## config.mk

```make
export PLATFORM = sky130hd
export DESIGN_NAME = pcg_top
export DESIGN_NICKNAME = d
export VERILOG_FILES = /design/src/pcg_pkg.sv /design/src/pcg_top.sv /design/src/pcg_enable_hold.sv /design/src/pcg_access_gate.sv
export SDC_FILE = /design/constraint.sdc
export NUM_CORES = 1
export LEC_CHECK = 0
export BUFFER_PORTS_ARGS = -buffer_cell sky130_fd_sc_hd__buf_2
export CORE_AREA = 2 2 85 87
export CTS_CLUSTER_DIAMETER = 120
export DETAILED_ROUTE_END_ITERATION = 12
export DIE_AREA = 0 0 87 89
export PLACE_DENSITY = 0.8
export SLEW_MARGIN = 5
export SYNTH_ARGS = -nofsm -noshare
export SYNTH_HDL_FRONTEND = slang
export SYNTH_HIERARCHICAL = 1
export SYNTH_SLANG_ARGS = --single-unit
```

## constraint.sdc

```tcl
create_clock -name clk -period 1.8 [get_ports clk]
set_input_delay 0.27 -clock clk [delete_from_list [all_inputs] [get_ports clk]]
set_output_delay 0.27 -clock clk [all_outputs]
set_load 0.005 [all_outputs]
```

## src/pcg_pkg.sv

```systemverilog
// Constants and types of the peripheral clock gating block
package pcg_pkg;

  // ------------------------------------------------------------
  // Register map
  // ------------------------------------------------------------
  localparam int PCG_DW = 32;
  localparam int PCG_LANES = 4;
  localparam logic [31:0] PCG_POWER_CTRL_ADDR = 32'hE01FC0C4;
  localparam logic [31:0] PCG_STATUS_ADDR = 32'hE01FC1F0;
  localparam logic [31:0] PCG_CLK_STATE_ADDR = 32'hE01FC1F4;

  // ------------------------------------------------------------
  // Field positions of the gating register
  // ------------------------------------------------------------
  localparam int PCG_BIT_TIMER0 = 1;
  localparam int PCG_BIT_TIMER1 = 2;
  localparam int PCG_BIT_SERIAL0 = 3;
  localparam int PCG_BIT_SERIAL1 = 4;
  localparam int PCG_BIT_PULSE = 5;
  localparam int PCG_BIT_TWO_WIRE0 = 7;
  localparam int PCG_BIT_SYNC0 = 8;
  localparam int PCG_BIT_CALENDAR = 9;
  localparam int PCG_BIT_SYNC1 = 10;
  localparam int PCG_BIT_CONV0 = 12;
  localparam int PCG_BIT_TWO_WIRE1 = 19;

  // Implemented gating bits, all set at reset
  localparam logic [31:0] PCG_IMPL_MASK = 32'h000817BE;
  localparam logic [31:0] PCG_POWER_CTRL_RESET = PCG_IMPL_MASK;

  // ------------------------------------------------------------
  // Status register fields, write one to clear
  // ------------------------------------------------------------
  localparam int PCG_ST_CONV_SEQ = 0;
  localparam int PCG_ST_BLOCKED = 1;
  localparam logic [1:0] PCG_STATUS_RESET = 2'h0;

  // ------------------------------------------------------------
  // Carriers
  // ------------------------------------------------------------
  typedef struct packed {
    logic watchdog;
    logic gpio;
    logic pin_connect;
    logic system_control;
    logic timer0;
    logic timer1;
    logic serial_port0;
    logic serial_port1;
    logic pulse_modulator;
    logic two_wire0;
    logic sync_serial0;
    logic calendar;
    logic sync_serial1;
    logic converter0;
    logic two_wire1;
  } pcg_enables_t;

  typedef struct packed {
    logic setup;
    logic access;
    logic write;
    logic [31:0] addr;
    logic [31:0] wdata;
    logic [3:0] strb;
  } pcg_apb_req_t;

endpackage

```

## src/pcg_top.sv

```systemverilog
// Peripheral clock gating control with its APB register slave
// Function
// - Bit one runs peripheral clock, zero stops
// - Watchdog, GPIO, pins, system control always clocked
// - Bit 19 gates second two-wire interface
// - Peripheral access valid only while enabled
// - Bits 1, 2 gate timers 0, 1
// - Bits 3, 4 gate serial ports 0, 1
// - Bit 5 gates pulse-width modulator
// - Bits 7, 8 gate two-wire0, sync serial0
// - Bits 9, 10 gate calendar, sync serial1
// - Bit 12 gates first converter
// - Reserved bits written zero, read undefined
`timescale 1ns/10ps
`default_nettype none
module pcg_top
  import pcg_pkg::*;
(
  input wire logic clk,
  input wire logic rst_n,
  input wire logic psel,
  input wire logic penable,
  input wire logic pwrite,
  input wire logic [31:0] paddr,
  input wire logic [31:0] pwdata,
  input wire logic [3:0] pstrb,
  output logic [31:0] prdata,
  output logic pready,
  output logic pslverr,
  input wire logic [31:0] periph_sel,
  input wire logic periph_enable,
  output logic [31:0] periph_sel_gated,
  output logic periph_blocked_ready,
  output logic periph_blocked_err,
  input wire logic converter_power_down,
  output logic [31:0] clock_enable_vec,
  output pcg_enables_t clock_enables
);

  // ------------------------------------------------------------
  // Bus request
  // ------------------------------------------------------------
  pcg_apb_req_t req;

  assign req.setup = psel && !penable;
  assign req.access = psel && penable;
  assign req.write = pwrite;
  assign req.addr = paddr;
  assign req.wdata = pwdata;
  assign req.strb = pstrb;

  // ------------------------------------------------------------
  // Address decode
  // ------------------------------------------------------------
  logic hit_ctrl;
  logic hit_status;
  logic hit_state;
  logic hit_any;

  assign hit_ctrl = (req.addr == PCG_POWER_CTRL_ADDR);
  assign hit_status = (req.addr == PCG_STATUS_ADDR);
  assign hit_state = (req.addr == PCG_CLK_STATE_ADDR);
  assign hit_any = hit_ctrl || hit_status || hit_state;

  logic wr_ctrl;
  logic wr_status;

  assign wr_ctrl = req.access && req.write && hit_ctrl;
  assign wr_status = req.access && req.write && hit_status;

  // ------------------------------------------------------------
  // Byte lane merge
  // ------------------------------------------------------------
  function automatic logic [31:0] pcg_merge(
    input logic [31:0] old_val,
    input logic [31:0] new_val,
    input logic [3:0] strb
  );
    logic [31:0] res;
    res = old_val;
    for (int b = 0; b < PCG_LANES; b++) begin
      if (strb[b]) begin
        res[b*8 +: 8] = new_val[b*8 +: 8];
      end
    end
    return res;
  endfunction

  // ------------------------------------------------------------
  // Gating register
  // ------------------------------------------------------------
  logic [31:0] power_ctrl_reg;
  logic [31:0] power_ctrl_next;

  // Reserved bits never store, so stray ones do no harm
  always_comb begin
    power_ctrl_next = power_ctrl_reg;
    if (wr_ctrl) begin
      power_ctrl_next = pcg_merge(power_ctrl_reg, req.wdata,
                                  req.strb) & PCG_IMPL_MASK;
    end
  end

  always_ff @(posedge clk or negedge rst_n) begin
    if (!rst_n) begin
      power_ctrl_reg <= PCG_POWER_CTRL_RESET;
    end else begin
      power_ctrl_reg <= power_ctrl_next;
    end
  end

  // ------------------------------------------------------------
  // Per channel enables
  // ------------------------------------------------------------
  logic [31:0] enable_vec;

  // A disable waits for a transfer in flight to that peripheral
  for (genvar i = 0; i < 32; i++) begin : g_chan
    if (PCG_IMPL_MASK[i]) begin : g_impl
      pcg_enable_hold u_hold (
        .clk(clk),
        .rst_n(rst_n),
        .enable_request(power_ctrl_reg[i]),
        .channel_busy(periph_sel[i]),
        .enable_reg(enable_vec[i])
      );
    end else begin : g_none
      assign enable_vec[i] = 1'b0;
    end
  end

  assign clock_enable_vec = enable_vec;

  // ------------------------------------------------------------
  // Named clock enables
  // ------------------------------------------------------------
  // No gating bit exists for these, so they are tied on
  assign clock_enables.watchdog = 1'b1;
  assign clock_enables.gpio = 1'b1;
  assign clock_enables.pin_connect = 1'b1;
  assign clock_enables.system_control = 1'b1;

  assign clock_enables.timer0 = enable_vec[PCG_BIT_TIMER0];
  assign clock_enables.timer1 = enable_vec[PCG_BIT_TIMER1];

  assign clock_enables.serial_port0 = enable_vec[PCG_BIT_SERIAL0];
  assign clock_enables.serial_port1 = enable_vec[PCG_BIT_SERIAL1];

  assign clock_enables.pulse_modulator = enable_vec[PCG_BIT_PULSE];

  assign clock_enables.two_wire0 = enable_vec[PCG_BIT_TWO_WIRE0];
  assign clock_enables.sync_serial0 = enable_vec[PCG_BIT_SYNC0];

  assign clock_enables.calendar = enable_vec[PCG_BIT_CALENDAR];
  assign clock_enables.sync_serial1 = enable_vec[PCG_BIT_SYNC1];

  assign clock_enables.converter0 = enable_vec[PCG_BIT_CONV0];

  assign clock_enables.two_wire1 = enable_vec[PCG_BIT_TWO_WIRE1];

  // ------------------------------------------------------------
  // Peripheral access gate
  // ------------------------------------------------------------
  logic blocked_event;

  pcg_access_gate u_gate (
    .periph_sel(periph_sel),
    .periph_enable(periph_enable),
    .enable_vec(enable_vec),
    .periph_sel_gated(periph_sel_gated),
    .blocked_ready(periph_blocked_ready),
    .blocked_err(periph_blocked_err),
    .blocked_event(blocked_event)
  );

  // ------------------------------------------------------------
  // Converter sequencing monitor
  // ------------------------------------------------------------
  logic conv_seq_event;

  // Power-down on with clock off means a wrong order was used
  assign conv_seq_event = converter_power_down &&
                          !enable_vec[PCG_BIT_CONV0];

  // ------------------------------------------------------------
  // Status register
  // ------------------------------------------------------------
  logic [1:0] status_reg;
  logic [1:0] status_set;
  logic [1:0] status_clr;

  assign status_set = {blocked_event, conv_seq_event};
  assign status_clr = wr_status && req.strb[0] ?
                      req.wdata[1:0] : 2'h0;

  // Set wins over clear, so no event is lost
  always_ff @(posedge clk or negedge rst_n) begin
    if (!rst_n) begin
      status_reg <= PCG_STATUS_RESET;
    end else begin
      status_reg <= (status_reg & ~status_clr) | status_set;
    end
  end

  // ------------------------------------------------------------
  // Read data
  // ------------------------------------------------------------
  logic [31:0] rdata_mux;
  logic [31:0] prdata_reg;

  always_comb begin
    rdata_mux = 32'h00000000;
    if (hit_ctrl) begin
      rdata_mux = power_ctrl_reg & PCG_IMPL_MASK;
    end else if (hit_status) begin
      rdata_mux = {30'h00000000, status_reg};
    end else if (hit_state) begin
      rdata_mux = enable_vec;
    end
  end

  // Captured in setup so the access phase sees a stable word
  always_ff @(posedge clk or negedge rst_n) begin
    if (!rst_n) begin
      prdata_reg <= 32'h00000000;
    end else if (req.setup && !req.write) begin
      prdata_reg <= rdata_mux;
    end
  end

  assign prdata = prdata_reg;

  // ------------------------------------------------------------
  // Bus answer
  // ------------------------------------------------------------
  // No wait states: every access completes in its first cycle
  assign pready = 1'b1;
  assign pslverr = req.access && !hit_any;

endmodule
`default_nettype wire

```

## src/pcg_enable_hold.sv

```systemverilog
// One channel of clock enable, holding off a disable during a transfer
`timescale 1ns/10ps
`default_nettype none
module pcg_enable_hold
  import pcg_pkg::*;
(
  input wire logic clk,
  input wire logic rst_n,
  input wire logic enable_request,
  input wire logic channel_busy,
  output logic enable_reg
);

  // ------------------------------------------------------------
  // Enable state
  // ------------------------------------------------------------
  logic enable_next;

  // Rising enable acts at once; falling waits for the bus to idle
  always_comb begin
    enable_next = enable_reg;
    if (enable_request) begin
      enable_next = 1'b1;
    end else if (!channel_busy) begin
      enable_next = 1'b0;
    end
  end

  always_ff @(posedge clk or negedge rst_n) begin
    if (!rst_n) begin
      enable_reg <= 1'b1;
    end else begin
      enable_reg <= enable_next;
    end
  end

endmodule
`default_nettype wire

```

## src/pcg_access_gate.sv

```systemverilog
// Gate of peripheral selects by the effective clock enables
`timescale 1ns/10ps
`default_nettype none
module pcg_access_gate
  import pcg_pkg::*;
(
  input wire logic [31:0] periph_sel,
  input wire logic periph_enable,
  input wire logic [31:0] enable_vec,
  output logic [31:0] periph_sel_gated,
  output logic blocked_ready,
  output logic blocked_err,
  output logic blocked_event
);

  // ------------------------------------------------------------
  // Select gating
  // ------------------------------------------------------------
  logic [31:0] allow_vec;
  logic [31:0] blocked_vec;

  // Ungated numbers pass: those peripherals never stop
  assign allow_vec = enable_vec | ~PCG_IMPL_MASK;
  assign periph_sel_gated = periph_sel & allow_vec;
  assign blocked_vec = periph_sel & ~allow_vec;

  // A stopped peripheral cannot answer, so the gate does it
  assign blocked_ready = periph_enable && (|blocked_vec);
  assign blocked_err = blocked_ready;
  assign blocked_event = blocked_ready;

endmodule
`default_nettype wire

```

# Yosys cells after proc, flatten, opt, wreduce, memory -nomap -nowiden
# Index checks and enable logic that the tools add are counted.
word_totals:
  ff_bits: 56
  out_inout_bits: 115
op_classes:
  eq_ne: 14
  n_mux: 26
  n_bitwise: 6
  reduce_logical: 20
op_table:
  columns: ["cell", "n"]
  rows:
  - ["== test 32 bit, second input constant", 3]
  - ["bitwise AND 32 bit", 2]
  - ["2-to-1 mux 20 bit", 3]
  - ["NOT 32 bit", 1]
  - ["OR reduction 32 bit", 1]
  - ["2-to-1 mux 1 bit", 22]
  - ["!= test 2 x 1 -> 1 bit, second input constant", 11]
  - ["logical AND 1 bit", 10]
  - ["AND reduction 2 bit", 3]
  - ["zero test 1 bit", 4]
  - ["bitwise AND 2 bit", 1]
  - ["logical OR 1 bit", 2]
  - ["2-to-1 mux 2 bit", 1]
  - ["NOT 2 bit", 1]
  - ["OR 2 bit", 1]

# Depth between registers and ports, before layout
# Gate-level depths: netlist of run 1.
depth:
  depth_word: 8
  mapped_depth: 7
  depth_no_buf: 5

# Hierarchy
# Netlist of run 1, hierarchy kept.
by_module_without_submodules:
  columns: ["module", "n_inst", "cells_each", "area_per_inst_um2"]
  rows:
  - ["pcg_top", 1, 193, 1884.3]
  - ["pcg_enable_hold", 11, 2, 33.8]
  - ["pcg_access_gate", 1, 51, 335.3]

# Worst setup path before layout of run 1
# OpenSTA, ideal clock, no wires.
synth_path:
  path_type: "input port to flip-flop"
  startpoint: "in paddr[23]"
  endpoint: "reg power_ctrl_reg[10]"
  setup_time_ps: 82
  arrival_ps: 1730
  slack_ps: -12
  stages: 6
  n_path_buf: 1
  path_cell_list: "or4b_1 > nor4_1 > and3_1 > buf_6 > nand4_4 > mux2_4"
synth_between:
  elab_chain_cells: 3
synth_lines:
  columns: ["element", "line", "source"]
  rows:
  - ["start, declared", "pcg_top.sv:24", "input wire logic [31:0] paddr,"]
  - ["== test 32 bit", "pcg_top.sv:60", "assign hit_ctrl = (req.addr == PCG_POWER_CTRL_ADDR);"]
  - ["logical AND 1 bit", "pcg_top.sv:68", "assign wr_ctrl = req.access && req.write && hit_ctrl;"]
  - ["AND reduction 2 bit (no line)", null, null]
  - ["end signal, assigned", "pcg_top.sv:108", "power_ctrl_reg <= power_ctrl_next;"]
  - ["end, declared", "pcg_top.sv:92", "logic [31:0] power_ctrl_reg;"]
# No other way between the ends.
# A chain may end at the register's enable or synchronous reset.

# Final worst setup path of run 1
# Ends and elaborated chain as after synthesis.

==> Implementation_results.wiki, run 1 <==
{| class="wikitable"
! Metric !! Value
|-
| Initial antenna violation count || 0
|-
| H-tree level count || 2
|-
| Pin count of the biggest net entering global routing || 37
|-
| Post-Layout Cell Count || 443
|-
| # clock sinks || 36
|-
| Post-synthesis register bit count || 36
|-
| Height of the chip || 89 um
|-
| Die footprint || 7743 um^2
|-
| Share of the yosys chip area belonging to registers || 0.3583
|-
| Static Leakage || 1.791 nW
|-
| Delay-heaviest family, CP || simple AND/OR/NAND/NOR gates
|-
| Largest stage delay on the critical path || 0.50 ns
|-
| Met1 layer usage reported by global route || 0.1678
|-
| Power density over the cells || 506.1 nW/um^2
|-
| Cells after DPL || 432
|-
| Number of hold violations in the final report || 0
|-
| Total of max-cap violations || 0
|-
| Total Wirelength || 5970 um
|-
| Insertion delay to the later sink of the worst-skew pair || 0.28 ns
|-
| Sum of buffers and inverters on the critical path || 2
|-
| Post-synth EDFFs || 0
|-
| Crit path capture type || register
|-
| Die outline width || 87 um
|-
| Number of global-route vias before repair || 1923
|-
| Post-route cell area || 3055 um^2
|-
| Startpoint kind of the worst setup timing path || input port
|-
| Most common library cell in the layout ignoring fill and taps || buf_2
|-
| Count of final setup violators || 0
|-
| Syn avg cell area || 9.741 um^2
|-
| Proportion of register bits with asynchronous set or reset after synthesis || 1.000
|-
| Slew @ Worst Pin || 0.8032 ns
|-
| Top fanout value on the critical path || 5
|-
| Worst path cell trace || buf_6, or4b_1, nor4_1, and3_1, buf_6, nand4_4, mux2_4
|-
| TritonCTS Buffers || 5
|-
| Wire per inst || 13.48 um
|-
| Final antenna-violating net count || 0
|-
| Final Max Slew Viols || 0
|-
| Worst reg-to-reg path cell count || 6
|-
| Count of warnings emitted by yosys || 6
|-
| Count of cell instances traversed by the critical path || 7
|-
| Data required time of the worst path || 2.00 ns
|-
| Total Nets Final || 469
|-
| Max Clk Rate || 0.5576 GHz
|-
| Core Box Area || 6719 um^2
|-
| Synth Instances || 266
|-
| Cell area after synthesis || 2591 um^2
|-
| Number of violations reported at the end of detailed-routing iteration 0 || 54
|-
| Vias after detailed routing || 2025
|-
| Clock input transition at the sequential cells of the worst setup and hold paths || 0.07 ns
|-
| Worst clock skew || 0.006887 ns
|-
| Hold Crit Class || in2async
|-
| Clk Tree Root Cell || clkbuf_8
|-
| Met2 track demand over resource || 0.2783
|-
| Signed area change from the synthesized netlist to the final layout || 17.91%
|-
| First-pass GRT wire length || 8942 um
|-
| Start-to-end type of the worst setup path || in2reg
|-
| Time the worst path needs with I/O delays and setup || 1.793 ns
|-
| Layout cell share with drive strength beyond 1 || 0.5289
|-
| Critical-path cell with the highest stage delay || or4b_1
|-
| DR vias/cell || 4.571
|-
| Layer with the highest usage after global routing || met2
|-
| Number of distinct library cells after synthesis || 43
|-
| Fraction of met3 tracks used by global routing || 0.05078
|-
| Number of search-and-repair iterations in the first detailed-routing pass || 4
|-
| Global routing usage summed across all routing layers || 0.1513
|-
| Largest register FFs || 12
|-
| Largest buffer count on any clock path || 2
|-
| DRC violations left || 0
|-
| Unrepaired setup endpoints after global routing || yes
|-
| Number of placement rows || 30
|-
| Dominant cell type by count on the critical path || buf_6
|-
| Total cell area at the placement stage || 2890 um^2
|-
| Ys flop type || dfstp_2
|-
| Quantity of hold-fixing buffers added after cts || 0
|-
| RePlAce Congestion || 0.7576
|-
| Tightest slew margin relative to the limit || 0.4645
|-
| Final global-route overflow total || 0
|-
| Initial Util || 0.3857
|-
| Antenna fix cells || 0
|-
| TritonCTS clock tree || done
|-
| Share of the cycle needed by the critical path after routing || 0.9964
|-
| Run status || complete, no violations
|-
| Data arrival at the endpoint of the critical path || 2.00 ns
|-
| Count of port buffers added during placement || 112
|-
| Top Ports || 222
|-
| Hold slack final || 0.07632 ns
|-
| Commonest non-fill, non-tap cells in the layout || buf_2, conb_1, a21o_1, dfstp_2, inv_1
|-
| Post-detail-place hpwl || 4798 um
|-
| Maximum VDD drop || 0.2801 mV
|}
-- final timing paths --
| path | slack, ns | to | start |
|---|---|---|---|
| setup reg to reg | 0.31 | status_reg[1] | g_chan[3].g_impl.u_hold/enable_reg |
| hold / removal | 0.08 | prdata[8] | rst_n |
| max in group asynchronous | 1.22 | status_reg[1] | rst_n |
| hold reg to reg | 0.48 | status_reg[1] | status_reg[1] |
| min in group clk | 0.21 | power_ctrl_reg[19] | pwdata[19] |
| setup / recovery | 0.007 | power_ctrl_reg[10] | paddr[23] |
-- what timing repair did --
| action | in CTS | in global routing |
|---|---|---|
| endpoints found under the setup margin | 2 | 17 |
| pin swaps | 2 | 3 |
| buffers inserted | 1 | 2 |
| gates resized for setup | 3 | 9 |
-- synthesized netlist by cell type, types with 2 or more instances --
master | count | area [um^2]
buf_4 | 80 | 600.6
a21o_1 | 22 | 165.2
dfstp_2 | 22 | 578.1
inv_1 | 20 | 75.07
nand2_1 | 16 | 60.06
dfrtp_1 | 14 | 350.3
and2_1 | 12 | 75.07
mux2_4 | 10 | 150.1
o21ai_2 | 10 | 87.58
nor2_1 | 5 | 18.77
nand2b_1 | 4 | 25.02
nand4_1 | 4 | 25.02
nor4b_1 | 4 | 35.03
or4_1 | 3 | 22.52
a21oi_1 | 2 | 10.01
and3_1 | 2 | 12.51
and4_1 | 2 | 17.52
buf_6 | 2 | 22.52
conb_1 | 2 | 7.510
nand3_1 | 2 | 10.01
nor3_1 | 2 | 10.01
nor3b_1 | 2 | 15.01
nor4_1 | 2 | 12.51
o21ai_0 | 2 | 10.01
o22ai_1 | 2 | 12.51
-- report_power, final --
| part | leakage, nW | switching (W) | internal [W] |
|---|---|---|---|
| clock network | 0.0422 | 0.000268 | 0.000271 |
| registers | 0.410 | 0.00000164 | 0.000815 |
| logic | 1.34 | 0.000105 | 0.0000848 |
| total | 1.79 | 0.000375 | 0.00117 |
-- area by class of cell --
class,count,area (um^2)
clock buffer,7,76.32
sequential,36,928.4
tap,80,100.1
inverter,20,75.07
fill,669,3664
clock inverter,1,5.005
multi-input combinational,169,1159
timing repair buffer,130,711.9
-- per-layer routing --
metal | part of all wire | wire length [um]
met2 | 0.51 | 3055
met1 | 0.39 | 2325
met3 | 0.090 | 540
met4 | 0.0082 | 49
met5 | 0 | 0
-- cells by family (layout without fill, tap and decap cells) --
family / after synthesis / count (layout) / share of synthesized area
AOI/OAI and AO/OA: 44 / 44 / 0.1289
buffers and inverters: 105 / 158 / 0.2757
DFF: 36 / 36 / 0.3583
muxes: 11 / 11 / 0.06229
other: 2 / 46 / 0.002898
and+or+nand+nor: 68 / 68 / 0.1719
-- stage by stage --
stage	power (W)	worst slack (ns)	setup TNS [ns]	util
6_report	0.001546	0.006532	0	0.4547
5_1_grt	0.001638	-0.07129	-0.2731	0.4547
4_1_cts	0.001560	0.0004704	0	0.4456
3_5_place_dp	0.001010	-0.2921	-5.101	0.4302
3_3_place_gp	0.001004	-0.2518	-4.261	0.4302
2_1_floorplan	0.0009986	0.008115	0	-
No activity file was read; power rests on OpenSTA's default activity.
==> run 2, diff against run 1 <==
--- a/config.mk
+++ b/config.mk
@@ -6,11 +6,13 @@
 export NUM_CORES = 1
 export LEC_CHECK = 0
 export BUFFER_PORTS_ARGS = -buffer_cell sky130_fd_sc_hd__buf_2
-export CORE_AREA = 2 2 85 87
+export CELL_PAD_IN_SITES_DETAIL_PLACEMENT = 1
+export CELL_PAD_IN_SITES_GLOBAL_PLACEMENT = 1
+export CORE_MARGIN = 1.5
+export CORE_UTILIZATION = 26
 export CTS_CLUSTER_DIAMETER = 120
 export DETAILED_ROUTE_END_ITERATION = 12
-export DIE_AREA = 0 0 87 89
-export PLACE_DENSITY = 0.8
+export PLACE_DENSITY_LB_ADDON = 0.12
 export SLEW_MARGIN = 5
 export SYNTH_ARGS = -nofsm -noshare
 export SYNTH_HDL_FRONTEND = slang
==> run 2 against run 1 <==
Net effect: the flow now finishes with violations (setup timing); hold slack better by 0.13 ns; non-clock buffer count up 5; clock skew up 0.0030 ns.
==> Implementation_results.wiki, run 2 (same netlist as run 1, synthesis figures left out) <==
{| class="wikitable"
! Metric !! Value
|-
| Wire per inst || 13.21 um
|-
| Count of cell instances traversed by the critical path || 4
|-
| Unrepaired setup endpoints after global routing || yes
|-
| Final-layout setup total negative slack || -0.1267 ns
|-
| H-tree level count || 2
|-
| Hold slack final || 0.2107 ns
|-
| Critical-path cell with the highest stage delay || dfstp_2
|-
| Time the worst path needs with I/O delays and setup || 1.863 ns
|-
| Total of max-cap violations || 0
|-
| Global routing usage summed across all routing layers || 0.1238
|-
| Vias after detailed routing || 2005
|-
| Data required time of the worst path || 1.53 ns
|-
| Worst slack after detailed placement || -0.3118 ns
|-
| Layout cell share with drive strength beyond 1 || 0.5299
|-
| Delay-heaviest family, CP || compound AO/OA/AOI/OAI gates
|-
| Power Total || 0.001574 W
|-
| Die footprint || 10570 um^2
|-
| Run status || finished, violations left
|-
| TritonCTS Buffers || 5
|-
| Crit path capture type || output port
|-
| Total Nets Final || 474
|-
| First-pass GRT wire length || 9963 um
|-
| Total Wirelength || 6618 um
|-
| Cells after DPL || 487
|-
| Max Clk Rate || 0.5366 GHz
|-
| RePlAce Congestion || 0.6753
|-
| Final global-route overflow total || 0
|-
| Largest stage delay on the critical path || 0.54 ns
|-
| Largest buffer count on any clock path || 2
|-
| Count of final setup violators || 2
|-
| Commonest non-fill, non-tap cells in the layout || buf_2, conb_1, a21o_1, dfstp_2, buf_4
|-
| Pin count of the biggest net entering global routing || 17
|-
| Number of global-route vias before repair || 1949
|-
| Data arrival at the endpoint of the critical path || 1.59 ns
|-
| TritonCTS clock tree || done
|-
| Register-to-register setup slack || 0.23 ns
|-
| Number of violations reported at the end of detailed-routing iteration 0 || 44
|-
| Hold Crit Class || in2reg
|-
| Failing checks || setup timing
|-
| Largest register FFs || 12
|-
| Height of the chip || 102.8 um
|-
| Initial antenna violation count || 0
|-
| Post-detail-place hpwl || 5317 um
|-
| # clock sinks || 36
|-
| Most common library cell in the layout ignoring fill and taps || buf_2
|-
| Number of placement rows || 36
|-
| Top fanout value on the critical path || 3
|-
| Share of the cycle needed by the critical path after routing || 1.035
|-
| Worst path cell trace || inv_2, a222oi_1, a21boi_2, buf_2
|-
| Count of port buffers added during placement || 112
|-
| Die outline width || 102.8 um
|-
| Static Leakage || 1.822 nW
|-
| FILL cells || 1195
|-
| Startpoint kind of the worst setup timing path || register
|-
| Final antenna-violating net count || 0
|-
| Worst clock skew || 0.009862 ns
|-
| Maximum VDD drop || 0.2609 mV
|-
| Power density over the cells || 496.8 nW/um^2
|-
| Top Ports || 222
|-
| Sum of buffers and inverters on the critical path || 2
|-
| Reg2Reg Launch Point || g_chan[8].g_impl.u_hold/enable_reg
|-
| Worst Slack Setup Final || -0.06348 ns
|-
| DR vias/cell || 4.002
|-
| Start-to-end type of the worst setup path || reg2out
|-
| Initial Util || 0.2663
|-
| Number of search-and-repair iterations in the first detailed-routing pass || 4
|-
| Signed area change from the synthesized netlist to the final layout || 22.31%
|-
| Insertion delay to the later sink of the worst-skew pair || 0.28 ns
|-
| Clk Tree Root Cell || clkbuf_8
|-
| Worst flop-to-flop path endpoint || status_reg[1]
|-
| DRC violations left || 0
|-
| Worst Setup EP || periph_blocked_ready
|-
| Worst reg-to-reg path cell count || 5
|-
| Antenna fix cells || 0
|-
| Final Max Slew Viols || 0
|-
| Post-Layout Cell Count || 501
|-
| Core Box Area || 9729 um^2
|-
| Number of hold violations in the final report || 0
|-
| Clock input transition at the sequential cells of the worst setup and hold paths || 0.07 ns
|-
| Crit path launch || g_chan[8].g_impl.u_hold/enable_reg
|}
run 2: layer usage:
metal | global-route usage | vias up | share of wire
li1 | - | 970 | -
met1 | 0.1490 | 935 | 0.42
met2 | 0.2175 | 91 | 0.49
met3 | 0.03525 | 9 | 0.074
met4 | 0.03222 | 0 | 0.0088
met5 | 0 | - | 0
run 2: stage by stage:
stage                       util  cell area, um^2
final                     0.3257             3169
after global routing      0.3257             3169
after CTS                 0.3192             3105
after detailed placement  0.3067             2984
after global placement    0.3067             2984
after floorplan                -             2756
run 2: how the worst min path moves through the flow:
stage               depth (start not counted)       start                  to
finish                                      2  pwdata[19]  power_ctrl_reg[19]
global route                                2   pwdata[4]   power_ctrl_reg[4]
CTS                                         2  pwdata[19]  power_ctrl_reg[19]
detailed placement                          1       rst_n           prdata[9]
global placement                            1       rst_n           prdata[9]
floorplan                                   0       rst_n           prdata[0]
run 2: area by class of cell:
type	count	area, um^2	share of cell area
timing repair buffer	135	758.2	0.2392
clock inverter	1	5.005	0.001579
clock buffer	7	76.32	0.02408
multi-input combinational	169	1160	0.3660
inverter	20	75.07	0.02369
sequential	36	928.4	0.2929
tap	133	166.4	0.05251
run 2: what timing repair did:
action	4_1_cts	5_1_grt
pin swaps	3	5
endpoints found under the hold margin	5	0
setup buffers	2	3
hold buffers	1	0
setup endpoints to repair	2	24
resized for setup	3	8
run 2: report_power, final:
group | leakage (nW) | internal, W | switching, W
registers | 0.410 | 0.000815 | 0.00000206
logic | 1.37 | 0.0000896 | 0.000108
clock network | 0.0422 | 0.000272 | 0.000288
total | 1.82 | 0.00118 | 0.000398
run 2: worst register-to-register path, stage by stage (launching register included):
cell and delay (ns):
dfstp_2 0.54, inv_2 0.03, a222oi_1 0.46, a21boi_2 0.14, buf_4 0.16, a21o_1 0.14
==> run 3, diff against run 2 <==
==> constraint.sdc (replaced) <==
create_clock -name clk -period 1.8 [get_ports clk]
set_input_delay 0.27 -clock clk [delete_from_list [all_inputs] [get_ports clk]]
set_output_delay 0.27 -clock clk [all_outputs]
set_load 0.05 [all_outputs]
==> run 3 against run 2 <==
Net effect: the run still ends with setup timing left; die area unchanged; first-iteration DRC count decreased by 18%; routed wire length grew 4.5%; global-route usage increased by 0.57 points; flip-flop and latch count is the same; via count is 3.3% higher; largest power group unchanged; sequential power barely moved; maximum frequency is 0.83% lower.
==> Implementation_results.wiki, run 3 (same netlist as run 1, synthesis figures left out) <==
{| class="wikitable"
! Metric !! Value
|-
| Number of hold violations in the final report || 0
|-
| Cells after DPL || 494
|-
| DRC violations left || 0
|-
| Pin count of the biggest net entering global routing || 37
|-
| Largest register FFs || 12
|-
| Time the worst path needs with I/O delays and setup || 1.879 ns
|-
| TritonCTS clock tree || done
|-
| Worst Slack Setup Final || -0.07907 ns
|-
| Startpoint kind of the worst setup timing path || register
|-
| Number of global-route vias before repair || 2070
|-
| Layout cell share with drive strength beyond 1 || 0.5457
|-
| Die footprint || 10570 um^2
|-
| Global routing usage summed across all routing layers || 0.1295
|-
| Failing checks || setup timing
|-
| Run status || finished, violations left
|-
| Final-layout setup total negative slack || -0.1578 ns
|-
| Number of violations reported at the end of detailed-routing iteration 0 || 36
|-
| Worst reg-to-reg path cell count || 6
|-
| Register-to-register setup slack || 0.25 ns
|-
| RePlAce Congestion || 0.7491
|-
| Worst flop-to-flop path endpoint || status_reg[1]
|-
| Data arrival at the endpoint of the critical path || 1.61 ns
|-
| First-pass GRT wire length || 10290 um
|-
| Count of final setup violators || 2
|-
| Total of max-cap violations || 0
|-
| Max Clk Rate || 0.5322 GHz
|-
| Height of the chip || 102.8 um
|-
| Count of port buffers added during placement || 112
|-
| Worst path cell trace || inv_2, a222oi_1, buf_4, a21boi_4, buf_6
|-
| Wire per inst || 13.70 um
|-
| Most common library cell in the layout ignoring fill and taps || buf_2
|-
| Maximum VDD drop || 0.2563 mV
|-
| Number of search-and-repair iterations in the first detailed-routing pass || 4
|-
| # clock sinks || 36
|-
| Initial antenna violation count || 1
|-
| Critical-path cell with the highest stage delay || dfstp_2
|-
| Total cell area at the placement stage || 3050 um^2
|-
| Unrepaired setup endpoints after global routing || yes
|-
| Clk Tree Root Cell || clkbuf_8
|-
| Start-to-end type of the worst setup path || reg2out
|-
| FILL cells || 1184
|-
| Initial Util || 0.2663
|-
| Largest buffer count on any clock path || 2
|-
| Worst Setup EP || periph_blocked_ready
|-
| Clock input transition at the sequential cells of the worst setup and hold paths || 0.07 ns
|-
| Total Nets Final || 479
|-
| Final global-route overflow total || 0
|-
| Share of the cycle needed by the critical path after routing || 1.044
|-
| Hold Crit Class || in2async
|-
| Hold slack final || 0.02479 ns
|-
| Post-route cell area || 3221 um^2
|-
| Core Box Area || 9729 um^2
|-
| TritonCTS Buffers || 5
|-
| Antenna fix cells || 0
|-
| Number of placement rows || 36
|-
| Crit path launch || g_chan[8].g_impl.u_hold/enable_reg
|-
| Largest stage delay on the critical path || 0.54 ns
|-
| Insertion delay to the later sink of the worst-skew pair || 0.29 ns
|-
| Commonest non-fill, non-tap cells in the layout || buf_2, conb_1, buf_4
|-
| Reg2Reg Launch Point || g_chan[8].g_impl.u_hold/enable_reg
|-
| Post-detail-place hpwl || 5578 um
|-
| Total Wirelength || 6918 um
|-
| Top Ports || 222
|-
| DR vias/cell || 4.101
|-
| Top fanout value on the critical path || 3
|-
| Final Max Slew Viols || 0
|-
| Signed area change from the synthesized netlist to the final layout || 24.29%
|-
| Power density over the cells || 576.1 nW/um^2
|-
| Data required time of the worst path || 1.53 ns
|-
| H-tree level count || 2
|-
| Final antenna-violating net count || 0
|-
| Crit path capture type || output port
|-
| Vias after detailed routing || 2071
|-
| Static Leakage || 1.856 nW
|-
| Post-Layout Cell Count || 505
|-
| Worst clock skew || 0.002706 ns
|-
| Die outline width || 102.8 um
|}
[run 3: changes by cell type in the layout (fill, tap and decap cells not counted), moves of 2 or more]
cell      before  now
buf_2        111  109
clkbuf_1       2    0
clkbuf_8       5    7
buf_4         20   28
nor4b_1        3    1
nor4b_2        1    3
[run 3: worst max-delay path: cells and delay by family (launching register included)]
family	cells	cell delay, ns
AOI/OAI and AO/OA	2	0.40
buffers and inverters	3	0.37
DFF	1	0.54
[run 3: per-layer routing]
| metal | wire length (um) | global-route usage |
|---|---|---|
| met1 | 2633 | 0.1432 |
| met2 | 3493 | 0.2384 |
| met3 | 688 | 0.04339 |
| met4 | 93 | 0.03326 |
| met5 | 10 | 0 |
[run 3: area by class of cell]
class | count | area, um^2 | area share
clock buffer | 7 | 96.34 | 0.02991
inverter | 20 | 75.07 | 0.02331
multi-input combinational | 169 | 1165 | 0.3617
sequential | 36 | 928.4 | 0.2883
tap | 133 | 166.4 | 0.05167
timing repair buffer | 140 | 789.5 | 0.2451
[run 3: what timing repair did]
action | 4_1_cts | 5_1_grt
buffers inserted | 4 | 0
pin swaps | 4 | 1
setup endpoints to repair | 3 | 20
resized for setup | 8 | 3
hold buffers | 0 | 0
[run 3: how the worst min path moves through the flow]
stage / from / cells past startpoint / to / slack [ns]
after CTS: rst_n / 2 / prdata[3] / 0.05
after global routing: rst_n / 2 / prdata[9] / 0.06
final: rst_n / 2 / prdata[3] / 0.02
after global placement: rst_n / 2 / prdata[3] / 0.35
after floorplan: rst_n / 0 / prdata[0] / -0.03
after detailed placement: rst_n / 2 / prdata[3] / 0.36
[run 3: power by group]
part | switching, W | total, W | internal (W) | leakage, nW
clock | 0.000281 | 0.000622 | 0.000341 | 0.0503
combinational | 0.000322 | 0.000417 | 0.0000950 | 1.40
sequential | 0.00000154 | 0.000816 | 0.000815 | 0.410
total | 0.000605 | 0.00186 | 0.00125 | 1.86
[run 3: per-stage QoR]
| stage | setup slack [ns] | total power [W] | utilization |
|---|---|---|---|
| after CTS | -0.1049 | 0.001879 | 0.3293 |
| after global placement | -0.2865 | 0.001237 | 0.3135 |
| after global routing | -0.1785 | 0.001939 | 0.3310 |
| after floorplan | -0.1260 | 0.001308 | - |
| final | -0.07907 | 0.001855 | 0.3310 |
| after detailed placement | -0.2611 | 0.001240 | 0.3135 |
